## src/core/serial_irq_pkg.sv

```systemverilog
// Purpose: shared constants for the serial controller interrupt block
// Assumes: AXI4-Lite with 32-bit data, registers in the low 16 bits
// Notes:   offsets are byte addresses
package serial_irq_pkg;
	// bus geometry
	localparam int ADDR_W = 16;
	localparam int DATA_W = 32;
	localparam int STRB_W = 4;
	localparam int REG_W  = 16;
	localparam int EVT_N  = 15;

	// register byte addresses
	localparam logic [ADDR_W-1:0] PENDING_OFFSET = 16'h460c;
	localparam logic [ADDR_W-1:0] ENABLE_OFFSET  = 16'h4624;
	// low address bits that only pick a byte lane
	localparam logic [ADDR_W-1:0] WORD_MASK      = 16'hfffc;

	// event bit positions, shared by pending and enable
	localparam int BIT_UART_PARITY = 14;
	localparam int BIT_UART_FRAME  = 13;
	localparam int BIT_TX_B_UNLOAD = 12;
	localparam int BIT_TX_A_UNLOAD = 11;
	localparam int BIT_RX_B_UNLOAD = 10;
	localparam int BIT_RX_A_UNLOAD = 9;
	localparam int BIT_I2C_NAK     = 8;
	localparam int BIT_I2C_CMD     = 7;
	localparam int BIT_I2C_TX      = 6;
	localparam int BIT_I2C_RX      = 5;
	localparam int BIT_TX_UNDERRUN = 4;
	localparam int BIT_RX_OVERRUN  = 3;
	localparam int BIT_TX_IDLE     = 2;
	localparam int BIT_TX_FREE     = 1;
	localparam int BIT_RX_DATA     = 0;

	// reset values and the writable part of each register
	localparam logic [EVT_N-1:0]  PENDING_RESET = 15'h0000;
	localparam logic [EVT_N-1:0]  ENABLE_RESET  = 15'h0000;
	localparam logic [REG_W-1:0]  LIVE_BITS     = 16'h7fff;
	localparam logic [DATA_W-1:0] READ_ZERO     = 32'h0000_0000;

	// byte lanes that reach the 16-bit registers
	localparam int LANE_LO = 0;
	localparam int LANE_HI = 1;
	localparam int BYTE_W  = 8;   // bits per lane

	// AXI response codes
	localparam logic [1:0] RESP_OKAY   = 2'h0;
	localparam logic [1:0] RESP_SLVERR = 2'h2;
endpackage : serial_irq_pkg

```

## src/core/serial_irq_ctrl.sv

```systemverilog
// Purpose: pending and enable registers with one interrupt line for the
//          first serial controller, reached over AXI4-Lite
// Assumes: event inputs are synchronous to ref_clk, one cycle or longer
// Notes:   a high input in any cycle sets its pending flag
//          and a source held high keeps setting it
`timescale 1ns/10ps
module serial_irq_ctrl (
	input  wire logic                                ref_clk,
	input  wire logic                                rstn,
	// event sources
	input  wire logic                                uart_parity_error_event,
	input  wire logic                                uart_framing_error_event,
	input  wire logic                                tx_buffer_b_unloaded_event,
	input  wire logic                                tx_buffer_a_unloaded_event,
	input  wire logic                                rx_buffer_b_unloaded_event,
	input  wire logic                                rx_buffer_a_unloaded_event,
	input  wire logic                                i2c_not_acknowledged_event,
	input  wire logic                                i2c_command_done_event,
	input  wire logic                                i2c_transmit_done_event,
	input  wire logic                                i2c_receive_done_event,
	input  wire logic                                transmit_underrun_event,
	input  wire logic                                receive_overrun_event,
	input  wire logic                                transmitter_idle_event,
	input  wire logic                                transmit_space_event,
	input  wire logic                                receive_data_event,
	// AXI4-Lite write address
	input  wire logic [serial_irq_pkg::ADDR_W-1:0]   s_axi_awaddr,
	input  wire logic                                s_axi_awvalid,
	output logic                                     s_axi_awready,
	// AXI4-Lite write data
	input  wire logic [serial_irq_pkg::DATA_W-1:0]   s_axi_wdata,
	input  wire logic [serial_irq_pkg::STRB_W-1:0]   s_axi_wstrb,
	input  wire logic                                s_axi_wvalid,
	output logic                                     s_axi_wready,
	// AXI4-Lite write response
	output logic [1:0]                               s_axi_bresp,
	output logic                                     s_axi_bvalid,
	input  wire logic                                s_axi_bready,
	// AXI4-Lite read address
	input  wire logic [serial_irq_pkg::ADDR_W-1:0]   s_axi_araddr,
	input  wire logic                                s_axi_arvalid,
	output logic                                     s_axi_arready,
	// AXI4-Lite read data
	output logic [serial_irq_pkg::DATA_W-1:0]        s_axi_rdata,
	output logic [1:0]                               s_axi_rresp,
	output logic                                     s_axi_rvalid,
	input  wire logic                                s_axi_rready,
	// interrupt request toward the processor, active high level
	output logic                                     irqOut
);

	// ------------------------------------------------------------
	// address decode, used by both the read and the write path
	// ------------------------------------------------------------

	// true when a byte address falls in the word of a register
	// the two lane bits are masked, so a sub-word address still lands
	function automatic logic hitsReg(
		input logic [serial_irq_pkg::ADDR_W-1:0] addr,
		input logic [serial_irq_pkg::ADDR_W-1:0] offset
	);
		hitsReg = (addr & serial_irq_pkg::WORD_MASK) == offset;
	endfunction : hitsReg

	// ------------------------------------------------------------
	// reset release
	// ------------------------------------------------------------

	logic rstnMeta_reg;  // first stage, read only by the second
	logic rstnSync_reg;  // reset used by the rest of the block

	// assert at once, release two edges later so no flop sees a
	// partial release
	// every other flop of the block except the payload capture resets from the released copy
	always_ff @(posedge ref_clk or negedge rstn) begin
		if (!rstn) begin
			rstnMeta_reg <= 1'b0;
			rstnSync_reg <= 1'b0;
		end else begin
			rstnMeta_reg <= 1'b1;
			rstnSync_reg <= rstnMeta_reg;
		end
	end

	// ------------------------------------------------------------
	// event gathering
	// ------------------------------------------------------------

	logic [serial_irq_pkg::EVT_N-1:0] eventVec;     // sources at their bits
	logic [serial_irq_pkg::EVT_N-1:0] clearVec;     // write-one clears
	logic [serial_irq_pkg::EVT_N-1:0] pendingFlags; // sticky flags
	logic [serial_irq_pkg::EVT_N-1:0] enable_reg;   // per-source enable
	logic [serial_irq_pkg::EVT_N-1:0] enable_next;  // next enable value

	// each source sits at the same bit in pending and enable, so the
	// interrupt is one bitwise and; there is no edge detection here
	// uart error sources
	assign eventVec[serial_irq_pkg::BIT_UART_PARITY] = uart_parity_error_event;
	assign eventVec[serial_irq_pkg::BIT_UART_FRAME]  = uart_framing_error_event;
	// dma buffer unload sources
	assign eventVec[serial_irq_pkg::BIT_TX_B_UNLOAD] = tx_buffer_b_unloaded_event;
	assign eventVec[serial_irq_pkg::BIT_TX_A_UNLOAD] = tx_buffer_a_unloaded_event;
	assign eventVec[serial_irq_pkg::BIT_RX_B_UNLOAD] = rx_buffer_b_unloaded_event;
	assign eventVec[serial_irq_pkg::BIT_RX_A_UNLOAD] = rx_buffer_a_unloaded_event;
	// i2c sources
	assign eventVec[serial_irq_pkg::BIT_I2C_NAK] = i2c_not_acknowledged_event;
	assign eventVec[serial_irq_pkg::BIT_I2C_CMD] = i2c_command_done_event;
	assign eventVec[serial_irq_pkg::BIT_I2C_TX]  = i2c_transmit_done_event;
	assign eventVec[serial_irq_pkg::BIT_I2C_RX]  = i2c_receive_done_event;
	// fifo and serializer sources
	assign eventVec[serial_irq_pkg::BIT_TX_UNDERRUN] = transmit_underrun_event;
	assign eventVec[serial_irq_pkg::BIT_RX_OVERRUN]  = receive_overrun_event;
	assign eventVec[serial_irq_pkg::BIT_TX_IDLE]     = transmitter_idle_event;
	assign eventVec[serial_irq_pkg::BIT_TX_FREE]     = transmit_space_event;
	assign eventVec[serial_irq_pkg::BIT_RX_DATA]     = receive_data_event;

	// sticky flags; a set in the clearing cycle is kept
	event_flag_bank flagBank (
		.clk     (ref_clk),
		.rstn    (rstnSync_reg),
		.setIn   (eventVec),
		.clearIn (clearVec),
		.flags   (pendingFlags)
	);

	// one level line, high while any enabled flag is pending
	// combinational from flops, so it drops the cycle after a clear
	assign irqOut = |(pendingFlags & enable_reg);

	// ------------------------------------------------------------
	// write channel
	// ------------------------------------------------------------

	// write-side state; payload flops load only on their handshake
	logic                              awHeld_reg;  // address taken, waiting
	logic [serial_irq_pkg::ADDR_W-1:0] awAddr_reg;  // taken address
	logic                              wHeld_reg;   // data taken, waiting
	logic [serial_irq_pkg::DATA_W-1:0] wData_reg;   // taken data
	logic [serial_irq_pkg::STRB_W-1:0] wStrb_reg;   // taken strobes
	logic                              bValid_reg;  // response pending
	logic [1:0]                        bResp_reg;   // response code

	logic                              awFire;      // address handshake
	logic                              wFire;       // data handshake
	logic                              writeGo;     // both halves present
	logic [serial_irq_pkg::ADDR_W-1:0] wrAddr;      // effective address
	logic [serial_irq_pkg::DATA_W-1:0] wrData;      // effective data
	logic [serial_irq_pkg::STRB_W-1:0] wrStrb;      // effective strobes
	logic [serial_irq_pkg::REG_W-1:0]  laneMask;    // bits whose lane is on
	logic [serial_irq_pkg::REG_W-1:0]  wrBits;      // data under lanes
	logic                              wrPending;   // hit on pending reg
	logic                              wrEnable;    // hit on enable reg

	// each half is refused only while it is held or a response waits;
	// one write at a time keeps the response path trivial
	// limitation: a new write waits until bready has taken the response
	assign s_axi_awready = ~awHeld_reg & ~bValid_reg;
	assign s_axi_wready  = ~wHeld_reg & ~bValid_reg;
	assign awFire        = s_axi_awvalid & s_axi_awready;
	assign wFire         = s_axi_wvalid & s_axi_wready;
	assign writeGo       = (awHeld_reg | awFire) & (wHeld_reg | wFire);

	// take a half from the bus in this cycle or from its holding flops
	assign wrAddr = awHeld_reg ? awAddr_reg : s_axi_awaddr;
	assign wrData = wHeld_reg ? wData_reg : s_axi_wdata;
	assign wrStrb = wHeld_reg ? wStrb_reg : s_axi_wstrb;

	// only the two low byte lanes reach the 16-bit registers
	// bit 15 is dropped by LIVE_BITS and never stored in either register
	assign laneMask = {{serial_irq_pkg::BYTE_W{wrStrb[serial_irq_pkg::LANE_HI]}},
	                   {serial_irq_pkg::BYTE_W{wrStrb[serial_irq_pkg::LANE_LO]}}};
	assign wrBits   = wrData[serial_irq_pkg::REG_W-1:0] & laneMask
	                  & serial_irq_pkg::LIVE_BITS;

	assign wrPending = writeGo & hitsReg(wrAddr, serial_irq_pkg::PENDING_OFFSET);
	assign wrEnable  = writeGo & hitsReg(wrAddr, serial_irq_pkg::ENABLE_OFFSET);

	// ones clear flags, zeros leave them alone
	// a lane whose strobe is low clears nothing
	assign clearVec = wrPending ? wrBits[serial_irq_pkg::EVT_N-1:0]
	                            : serial_irq_pkg::PENDING_RESET;

	// enable bits follow the written lanes, others keep their value
	// the new mask reaches irqOut one cycle after the write is taken
	assign enable_next = wrEnable
		? ((enable_reg & ~laneMask[serial_irq_pkg::EVT_N-1:0])
		   | wrBits[serial_irq_pkg::EVT_N-1:0])
		: enable_reg;

	// enable register
	// reset leaves every source masked off
	always_ff @(posedge ref_clk or negedge rstnSync_reg) begin
		if (!rstnSync_reg) begin
			enable_reg <= serial_irq_pkg::ENABLE_RESET;
		end else begin
			enable_reg <= enable_next;
		end
	end

	// holding flops for a half that arrives before the other
	// writeGo drops both held flags in the cycle the pair completes
	always_ff @(posedge ref_clk or negedge rstnSync_reg) begin
		if (!rstnSync_reg) begin
			awHeld_reg <= 1'b0;
			wHeld_reg  <= 1'b0;
		end else begin
			awHeld_reg <= (awHeld_reg | awFire) & ~writeGo;
			wHeld_reg  <= (wHeld_reg | wFire) & ~writeGo;
		end
	end

	// payload capture needs no reset; the held flags guard it
	// trade-off: less reset fan-out, unknown contents until first use
	always_ff @(posedge ref_clk) begin
		if (awFire) begin
			awAddr_reg <= s_axi_awaddr;
		end
		if (wFire) begin
			wData_reg <= s_axi_wdata;
			wStrb_reg <= s_axi_wstrb;
		end
	end

	// write response, one cycle after both halves are in
	// bresp is frozen while bvalid waits for bready
	always_ff @(posedge ref_clk or negedge rstnSync_reg) begin
		if (!rstnSync_reg) begin
			bValid_reg <= 1'b0;
			bResp_reg  <= serial_irq_pkg::RESP_OKAY;
		end else if (writeGo) begin
			bValid_reg <= 1'b1;
			// unmapped addresses are answered, never hung
			bResp_reg  <= (wrPending | wrEnable) ? serial_irq_pkg::RESP_OKAY
			                                     : serial_irq_pkg::RESP_SLVERR;
		end else if (s_axi_bready) begin
			bValid_reg <= 1'b0;
		end
	end

	assign s_axi_bvalid = bValid_reg;
	assign s_axi_bresp  = bResp_reg;

	// ------------------------------------------------------------
	// read channel
	// ------------------------------------------------------------

	logic                              rValid_reg;  // read data pending
	logic [serial_irq_pkg::DATA_W-1:0] rData_reg;   // registered read data
	logic [1:0]                        rResp_reg;   // read response code
	logic                              arFire;      // read handshake
	logic                              rdPending;   // hit on pending reg
	logic                              rdEnable;    // hit on enable reg
	logic [serial_irq_pkg::DATA_W-1:0] rdWord;      // selected word

	// a new read is taken only once the last one is consumed
	// reads have no side effect; a repeated read returns the same word
	assign s_axi_arready = ~rValid_reg;
	assign arFire        = s_axi_arvalid & s_axi_arready;
	assign rdPending     = hitsReg(s_axi_araddr, serial_irq_pkg::PENDING_OFFSET);
	assign rdEnable      = hitsReg(s_axi_araddr, serial_irq_pkg::ENABLE_OFFSET);

	// bit 15 and the upper half word always read zero
	// an unmapped word also reads zero, never stale data
	assign rdWord = rdPending ? {serial_irq_pkg::READ_ZERO[serial_irq_pkg::DATA_W-1:serial_irq_pkg::EVT_N],
	                             pendingFlags}
	              : rdEnable  ? {serial_irq_pkg::READ_ZERO[serial_irq_pkg::DATA_W-1:serial_irq_pkg::EVT_N],
	                             enable_reg}
	              : serial_irq_pkg::READ_ZERO;

	// read data and response, one cycle after the address
	// rdata comes from a flop, so it stands unchanged until rready
	always_ff @(posedge ref_clk or negedge rstnSync_reg) begin
		if (!rstnSync_reg) begin
			rValid_reg <= 1'b0;
			rData_reg  <= serial_irq_pkg::READ_ZERO;
			rResp_reg  <= serial_irq_pkg::RESP_OKAY;
		end else if (arFire) begin
			rValid_reg <= 1'b1;
			rData_reg  <= rdWord;
			rResp_reg  <= (rdPending | rdEnable) ? serial_irq_pkg::RESP_OKAY
			                                     : serial_irq_pkg::RESP_SLVERR;
		end else if (s_axi_rready) begin
			rValid_reg <= 1'b0;
		end
	end

	assign s_axi_rvalid = rValid_reg;
	assign s_axi_rdata  = rData_reg;
	assign s_axi_rresp  = rResp_reg;

endmodule : serial_irq_ctrl

```

## src/core/event_flag_bank.sv

```systemverilog
// Purpose: bank of sticky pending flags, one per event source
// Assumes: set and clear are synchronous to clk
// Notes:   a set in the same cycle as a clear wins
`timescale 1ns/10ps
module event_flag_bank (
	input  wire logic                           clk,
	input  wire logic                           rstn,
	input  wire logic [serial_irq_pkg::EVT_N-1:0] setIn,
	input  wire logic [serial_irq_pkg::EVT_N-1:0] clearIn,
	output logic      [serial_irq_pkg::EVT_N-1:0] flags
);
	// one flop per source; a generate keeps each bit independent
	for (genvar i = 0; i < serial_irq_pkg::EVT_N; i++) begin : gFlag
		logic flag_reg;   // sticky pending bit
		logic flag_next;  // its next value

		// set beats clear so an event arriving during a clear survives
		assign flag_next = setIn[i] | (flag_reg & ~clearIn[i]);

		// plain sticky flop, cleared only by reset or a clear
		always_ff @(posedge clk or negedge rstn) begin
			if (!rstn) begin
				flag_reg <= serial_irq_pkg::PENDING_RESET[i];
			end else begin
				flag_reg <= flag_next;
			end
		end

		assign flags[i] = flag_reg;
	end
endmodule : event_flag_bank

```

## config.mk

```make
export PLATFORM = sky130hd
export DESIGN_NAME = serial_irq_ctrl
export DESIGN_NICKNAME = d
export VERILOG_FILES = /design/src/core/serial_irq_pkg.sv /design/src/core/serial_irq_ctrl.sv /design/src/core/event_flag_bank.sv
export SDC_FILE = /design/constraint.sdc
export NUM_CORES = 1
export LEC_CHECK = 0
export BUFFER_PORTS_ARGS = -buffer_cell sky130_fd_sc_hd__buf_2
export CAP_MARGIN = 25
export CORE_MARGIN = 3
export CORE_UTILIZATION = 43
export DETAILED_ROUTE_END_ITERATION = 10
export GPL_TIMING_DRIVEN = 0
export PLACE_DENSITY = 0.7
export SETUP_SLACK_MARGIN = 0.4
export SYNTH_ARGS = -nofsm -noshare
export SYNTH_HDL_FRONTEND = slang
export SYNTH_SLANG_ARGS = --single-unit
```

## constraint.sdc

```tcl
create_clock -name ref_clk -period 2.55 [get_ports ref_clk]
set_input_delay 0.1275 -clock ref_clk [delete_from_list [all_inputs] [get_ports ref_clk]]
set_output_delay 0.1275 -clock ref_clk [all_outputs]
set_load 0.05 [all_outputs]
```

Word level (Yosys, flattened, before mapping):

Index checks and enable logic that the tools add are counted.

* flip-flop bits (word level): 105
* input port bits: 90
* output and inout bits: 42
* word-level logic and storage cells: 116

* equal/unequal tests: 4
* muxes and demuxes: 12
* bitwise gates (word level): 69
* reductions and logical operators: 3

Operators by type and width (count)
* $mux W15: 4
* $eq A14 B13 Y1 const B: 4
* $and A15 B15 Y15: 3
* $and A1 B1 Y1: 25
* $not A1 Y1: 20
* $or A1 B1 Y1: 19
* $mux W16: 1
* $not A15 Y15: 1
* $or A15 B15 Y15: 1
* $reduce_or A15 Y1: 1
* $mux W2: 3
* $mux W1: 4
* $reduce_bool A2 Y1: 2

Depth between registers and ports, before layout:

Gate-level depths: netlist (run 1).

* word-level depth: 10
* gate-level depth with buffers: 6
* mapped depth without buffers: 5

Modules after synthesis:

Synthesis (run 1) repeated with hierarchy kept, for this count alone.

* cells, all modules: 311
* area total of the unflattened synthesis: 3886.2 um^2

By module, submodules not included
* serial_irq_ctrl: times used 1, cells each 251, area an instance 3229.3 um^2, sequential area each 1881.8 um^2
* event_flag_bank: times used 1, cells each 60, area an instance 656.9 um^2, sequential area each 375.4 um^2

Least setup slack after synthesis (run 1):

OpenSTA, ideal clock, no wires.

* path kind: register -> register
* start: register bValid_reg (netlist: s_axi_bvalid)
* end: register (tool-made name)
* setup time: 0.128 ns
* arrival time: 2.368 ns
* data required time: 2.422 ns
* path slack: 0.055 ns
* stages on the path, launching flop included: 6
* buffers on the path: 0
* period minus slack after synthesis: 2.495 ns
* cell sequence: dfrtp_1 -> nor3b_2 -> o22ai_2 -> a21oi_4 -> nand4_4 -> mux2_1

RTL lines
* from (decl): RTL line serial_irq_ctrl.sv:140 `logic bValid_reg;`
* from (signal assigned): RTL line serial_irq_ctrl.sv:228 `bValid_reg <= 1'b0;`
* from (signal assigned): RTL line serial_irq_ctrl.sv:231 `bValid_reg <= 1'b1;`
* from (signal assigned): RTL line serial_irq_ctrl.sv:236 `bValid_reg <= 1'b0;`

Final worst setup path (run 1):

* start: input port s_axi_awaddr[4] (netlist bit)
* end: register flagBank.gFlag[0].flag_reg

* cells in the longest elaborated chain, start to end: 7

Ends and longest elaborated chain
* from (decl): RTL line serial_irq_ctrl.sv:27 `input wire logic [serial_irq_pkg::ADDR_W-1:0] s_axi_awaddr,`
* $mux W16: RTL line serial_irq_ctrl.sv:164 `assign wrAddr = awHeld_reg ? awAddr_reg : s_axi_awaddr;`
* $eq A14 B13 Y1: RTL line serial_irq_ctrl.sv:62 `hitsReg = (addr & serial_irq_pkg::WORD_MASK) == offset;`
* $and A1 B1 Y1: RTL line serial_irq_ctrl.sv:175 `assign wrPending = writeGo & hitsReg(wrAddr, serial_irq_pkg::PENDING_OFFSET);`
* $mux W15: RTL line serial_irq_ctrl.sv:180 `assign clearVec = wrPending ? wrBits[serial_irq_pkg::EVT_N-1:0]`
* $not A1 Y1: RTL line event_flag_bank.sv:18 `assign flag_next = setIn[i] | (flag_reg & ~clearIn[i]);`
* $and A1 B1 Y1: RTL line event_flag_bank.sv:18
* $or A1 B1 Y1: RTL line event_flag_bank.sv:18
* via flagBank.gFlag[0].flag_next: RTL line event_flag_bank.sv:15 `logic flag_next;`
* to (signal assigned): RTL line event_flag_bank.sv:23 `flag_reg <= serial_irq_pkg::PENDING_RESET[i];`
* to (signal assigned): RTL line event_flag_bank.sv:25 `flag_reg <= flag_next;`
* to (decl): RTL line event_flag_bank.sv:14 `logic flag_reg;`

The timed path passes the listed nets, and every way through them passes these cells.
A chain may end at the register's enable or synchronous reset.

==> results.ini, run 1 <==
[status]
status = finished clean

[floorplan]
die-area_um2 = 9950
initial_core_util_pct = 45.1
core_um2 = 8380
die_y_um = 99.7
die_x_um = 99.7
rows = 33
top_level_ports = 132

[route]
drt-wirelength-per-cell_um = 14.6
antenna_left = 0
drt_iter0_markers = 123
num_vias = 2873
viasPerCell = 5.00
route.final.wire_length_um = 8420
route.detailed.drc = 0
drt_pre_antenna_iters = 4

[synthesis]
async_flop_share_pct = 63.1
synthTopCellsByCount = dfrtp_1, nor2_1, nand2_1
synthCells = 310
synthDominantCellAreaShare_pct = 35.1
ys_warn_count = 0
synth_most_common_cell = dfrtp_1
synth.yosys.seq_area_share_pct = 59.8
synth_top_cell_by_area = dfrtp_1
synth_top_flop_cell = dfrtp_1
yosysUniqueCellTypes = 41
ys_ff_latch = 84
synth_top_cells_by_area = dfrtp_1, edfxtp_1, mux2_2
synth_edf_count = 31
syn_area_per_cell_um2 = 12.2
post_synth_instance_area_um2 = 3780

[setup_path]
path_max_fanout = 10
start_kind = input pin
critPathArrivalTime_ns = 2.25
required_ns = 2.76
critical_path_class = input pin to register
end_kind = register

[cells_and_area]
syn_to_final_growth_pct = 33.2
insertedDiodeCount = 0
drive_gt1_share_pct = 36.8
fin_nets = 555
postLayoutCellArea_um2 = 5030
post-route-util_pct = 60.0

[sta]
hold_violations = 0
rsz0062_at_grt = no
finalCritPeriodShare_pct = 79.8
layout_setup_ws_ns = 0.515
timing.slew.headroom_pct = 37.8
clock_skew_ns = 0.0101
period_needed_ns = 2.03
fin_setup_tns_ns = 0
worst_slew_pin_slew_ns = 0.928
setup_violations = 0
slew_viol_final = 0
fmax_ghz = 0.491

[grt]
grt_antenna_before_repair = 1
grt_pass1_wl_um = 13500
overflow = 0
grt_max_degree = 32
grt_pass1_vias = 2784
grt_usage_pct = 17.3

[placed_design]
numPortBuffers = 89
placed_area_um2 = 4460
finalWeightedCongestion = 0.780
pre_cts_ws_ns = 0.0216
dpl.hpwl_um = 6240

[clocking]
insertion_delay_ns = 0.35
cts_num_sinks = 84
h-tree-depth = 3
cts_buffer_depth = 2
cts_tree = yes
clk_pin_slew_ns = 0.08
cts_root_buf = clkbuf_8
cts_resized = 0
numCtsBuffers = 9

[power]
power_density_nw_per_um2 = 708
p_leak_uw = 0.00221
finalPower_uw = 3560
peakVddDrop_v = 0.000671

[worst_hold_path]
hold_class = input pin to register

[flow_run]
drv_cap = 0

==> where the power goes <==
group	internal [µW]	total, µW	switching (µW)
Clock	554	1040	484
Sequential	1560	1650	88.4
Combinational	332	878	546
==> layout by cell type (no fill, tap or decap), types with 2 or more instances in the layout <==
| cell type | instances |
|---|---|
| buf_4 | 22 |
| nand4_4 | 2 |
| edfxtp_1 | 31 |
| dfrtp_1 | 51 |
| nor3b_1 | 2 |
| o21ai_0 | 18 |
| dlygate4sd3_1 | 33 |
| inv_1 | 4 |
| a22oi_1 | 19 |
| buf_2 | 91 |
| dfrtp_2 | 2 |
| a31oi_1 | 16 |
| clkbuf_1 | 8 |
| nand2_1 | 33 |
| nor4b_1 | 4 |
| conb_1 | 20 |
| nand3b_1 | 2 |
| mux2_2 | 31 |
| nor2_1 | 34 |
| nor4bb_1 | 2 |
| nor2b_1 | 3 |
| nand4b_1 | 2 |
| clkbuf_8 | 9 |
| bufinv_16 | 2 |
| nor3b_4 | 2 |
| nand4_1 | 2 |
==> worst max-delay path, stage by stage <==
cell and delay [ns]:
dlygate4sd3_1 0.54, buf_2 0.13, nor4b_1 0.39, nand3b_1 0.18, o21ai_4 0.35, clkbuf_1 0.39
a31oi_1 0.15
==> area by class of cell <==
cell class / count / area, µm²
sequential: 84 / 2260
clock inverter: 6 / 87.6
multi-input combinational: 211 / 1400
buffer: 30 / 198
fill: 714 / 3350
clock buffer: 10 / 128
timing repair buffer: 125 / 811
inverter: 4 / 15.0
tap: 105 / 131
==> layer usage <==
layer	share of wire (%)	vias to the layer above	global-route usage [%]
met5	0.095	-	0
met4	1.1	2	6.30
met3	5.9	10	4.35
met2	48	81	27.6
met1	45	1372	22.9
li1	-	1408	-
==> kinds of logic (layout without fill, tap and decap cells) <==
family	Yosys count	in the layout	synth area share (%)
compound gates	63	63	11.5
xor+xnor	2	2	0.464
buf+inv	34	175	5.53
flops	84	84	59.8
mux	32	32	9.54
other cells	2	20	0.199
simple gates	93	94	13.0
==> final timing paths <==
check / startpoint / to / slack, ns / depth (start not counted)
setup reg to reg: wHeld_reg$_DFF_PN0_ / register / 0.70 / 4
min in group asynchronous: rstn / rstnSync_reg$_DFF_PN0_ / 0.08 / 2
max in group asynchronous: rstnSync_reg$_DFF_PN0_ / s_axi_bvalid$_DFFE_PN0P_ / 1.79 / 1
setup / recovery: s_axi_awaddr[4] / flagBank.gFlag[0].flag_reg$_DFF_PN0_ / 0.52 / 7
hold reg to reg: rstnSync_reg$_DFF_PN0_ / asynchronous set/reset pin / 0.23 / 0
hold / removal: s_axi_awaddr[5] / awAddr_reg[5]$_DFFE_PP_ / 0.02 / 1
==> timing repair <==
item	in CTS	in global routing
setup endpoints to repair	31	0
endpoints found under the hold margin	34	0
hold buffers	33	0
buffers inserted	2	0
==> metrics by stage <==
step / hold slack, ns / std cells
detailed placement: -0.0846 / 523
global route: 0.00179 / 575
finish: 0.0178 / 575
floorplan: -0.168 / 328
CTS: 0.00710 / 575
global placement: -0.0858 / 522
No activity file was read; power rests on OpenSTA's default activity.
==> inputs of run 2 (changes only) <==
==> constraint.sdc (replaced) <==
create_clock -name ref_clk -period 2 [get_ports ref_clk]
set_input_delay 0.1 -clock ref_clk [delete_from_list [all_inputs] [get_ports ref_clk]]
set_output_delay 0.1 -clock ref_clk [all_outputs]
set_load 0.05 [all_outputs]
==> run 2 against run 1 <==
Net effect:
- clock power increased by 12%
- final area rose by 3.4%
- hold slack got worse by 0.0018 ns
- combinational power increased by 40%
- sequential power up 28%
- clock skew barely moved
- die area stayed put
- register-to-register slack got worse by 0.52 ns
- critical path depth decreased by 2
- core utilization up 2.0 points
- total power is 26% higher
- non-clock buffer count increased by 11
- largest power group unchanged
==> results.ini, run 2 (synthesis results as in run 1) <==
[setup_path]
slowest_delay_ns = 0.48  ; was 0.54 ns
path_buf_inv = 1  ; was 3
required_ns = 2.23  ; was 2.76 ns
start_kind = register  ; was input pin
path_max_fanout = 10  ; unchanged
critPathArrivalTime_ns = 2.05  ; was 2.25 ns
crit_family = flip-flops  ; was buffers and inverters
regToRegSetupSlack_ns = 0.18  ; was 0.70 ns
path_cells = clkbuf_4, nand4b_1, o21ai_4, nand4_4, mux2_4  ; was dlygate4sd3_1, buf_2, nor4b_1, nand3b_1, o21ai_4, clkbuf_1, a31oi_1
end_kind = register  ; unchanged
critical_path_class = register to register  ; was input pin to register
slowest_stage = dfrtp_1  ; was dlygate4sd3_1

[sta]
finalCritPeriodShare_pct = 91.0
hold_violations = 0  ; unchanged
slew_viol_final = 0  ; unchanged
fmax_ghz = 0.549
period_needed_ns = 1.82
layout_setup_ws_ns = 0.180  ; was 0.515 ns
hold_ws_ns = 0.0160  ; was 0.0178 ns
rsz0062_at_grt = yes  ; was no
setup_violations = 0  ; unchanged
worst_slew_pin_slew_ns = 0.593  ; was 0.928 ns
clock_skew_ns = 0.0100  ; was 0.0101 ns
timing.slew.headroom_pct = 60.4  ; was 37.8%

[grt]
grt_max_degree = 32  ; unchanged
grt_pass1_wl_um = 14400  ; was 13,500 µm
grt_antenna_before_repair = 0  ; was 1
overflow = 0  ; unchanged
grt_usage_pct = 18.5  ; was 17.3%
grt_pass1_vias = 2897  ; was 2,784

[cells_and_area]
postLayoutCellArea_um2 = 5200  ; was 5030 µm²
final_cell_mix = buf_2, dfrtp_1, dlygate4sd3_1  ; was buf_2, dfrtp_1, nor2_1
drive_gt1_share_pct = 39.5  ; was 36.8%
syn_to_final_growth_pct = 37.7  ; was 33.2%
insertedDiodeCount = 0  ; unchanged
fin_nets = 566  ; was 555
finalNonFillerCells = 586  ; was 575
final_common_cell = buf_2  ; unchanged

[clocking]
cts_buffer_depth = 2  ; unchanged
clk_pin_slew_ns = 0.09  ; was 0.08 ns
insertion_delay_ns = 0.35  ; about the same
h-tree-depth = 3  ; unchanged
cts_tree = yes  ; unchanged
cts_root_buf = clkbuf_8  ; unchanged
cts_num_sinks = 84  ; unchanged
numCtsBuffers = 9  ; unchanged

[floorplan]
core_um2 = 8380  ; unchanged
rows = 33  ; unchanged
initial_core_util_pct = 45.1  ; unchanged
die-area_um2 = 9950  ; unchanged
die_y_um = 99.7  ; unchanged
top_level_ports = 132  ; unchanged
die_x_um = 99.7  ; unchanged

[route]
drt_pre_antenna_iters = 5  ; was 4
viasPerCell = 4.97  ; was 5.00
drt_iter0_markers = 134  ; was 123
route.final.wire_length_um = 8920  ; was 8420 µm
route.detailed.drc = 0  ; unchanged
antenna_left = 0  ; unchanged
drt-wirelength-per-cell_um = 15.2  ; was 14.6 µm
num_vias = 2911  ; was 2,873

[status]
status = finished clean  ; unchanged

[placed_design]
dpl.hpwl_um = 6310  ; was 6240 µm
pre_cts_ws_ns = -0.564  ; was 0.0216 ns
finalWeightedCongestion = 0.796  ; was 0.780
placed_area_um2 = 4470  ; was 4460 µm²
place_inst = 523  ; unchanged
numPortBuffers = 89  ; unchanged

[worst_hold_path]
hold_class = input pin to register  ; unchanged

[power]
power_density_nw_per_um2 = 865  ; was 708 nW/µm²
finalPower_uw = 4500  ; was 3560 µW
peakVddDrop_v = 0.000971  ; was 0.000671 V
p_leak_uw = 0.00226  ; was 0.00221 µW

[flow_run]
drv_cap = 0  ; unchanged

==> run 2: cell count changes in the layout (fill, tap and decap cells not counted), moves of 3 or more <==
cell	before	now
buf_6	1	6
a31oi_1	16	13
buf_4	22	28
a31oi_4	0	3
dlygate4sd3_1	33	36
buf_2	91	87
==> run 2: power by group <==
| part | switching [µW] | internal, µW |
|---|---|---|
| Clock | 590 | 570 |
| Sequential | 121 | 1990 |
| Combinational | 731 | 495 |
==> run 2: per-layer routing <==
metal  wire length, µm  up-vias  track usage [%]
li1                  -     1426                -
met5                 0        -                0
met2              4480       91             30.8
met3               531       13             3.51
met1              3790     1381             24.3
met4               118        0             6.51
==> run 2: worst register-to-register path, delay by kind of cell (launching register included) <==
kind	cells	cell delay, ns
flip-flops	1	0.48
multiplexers	1	0.34
AND/OR/NAND/NOR	2	0.42
buffers and inverters	1	0.28
AO/OA/AOI/OAI	1	0.19
==> run 2: path summary, 6_finish.rpt <==
check / start / to / cells past startpoint
hold reg to reg: rstnSync_reg$_DFF_PN0_ / asynchronous set/reset pin / 0
max in group asynchronous: rstnSync_reg$_DFF_PN0_ / s_axi_rvalid$_DFFE_PN0P_ / 1
setup reg to reg: awHeld_reg$_DFF_PN0_ / register / 5
hold / removal: transmit_underrun_event / flagBank.gFlag[4].flag_reg$_DFF_PN0_ / 3
setup / recovery: awHeld_reg$_DFF_PN0_ / register / 5
min in group asynchronous: rstn / rstnSync_reg$_DFF_PN0_ / 2
==> run 2: what timing repair did <==
item | in CTS | in global routing
gates cloned | 1 | 1
endpoints found under the setup margin | 53 | 33
hold buffers | 36 | 0
resized for setup | 11 | 11
setup buffers | 6 | 3
pin swaps | 6 | 7
hold endpoints to repair | 37 | 0
==> run 2: final cells by class <==
type | count | area [µm²]
fill | 685 | 3180
sequential | 84 | 2260
multi-input combinational | 211 | 1480
timing repair buffer | 136 | 917
buffer | 30 | 213
clock buffer | 11 | 131
tap | 105 | 131
clock inverter | 5 | 52.6
inverter | 4 | 18.8
==> run 2: per-stage QoR <==
| stage | TNS [ns] | utilization, % |
|---|---|---|
| floorplan | -5.68 | - |
| global placement | -22.19 | 53.0 |
| detailed placement | -15.60 | 53.3 |
| CTS | 0 | 61.0 |
| global route | 0 | 62.1 |
| finish | 0 | 62.1 |
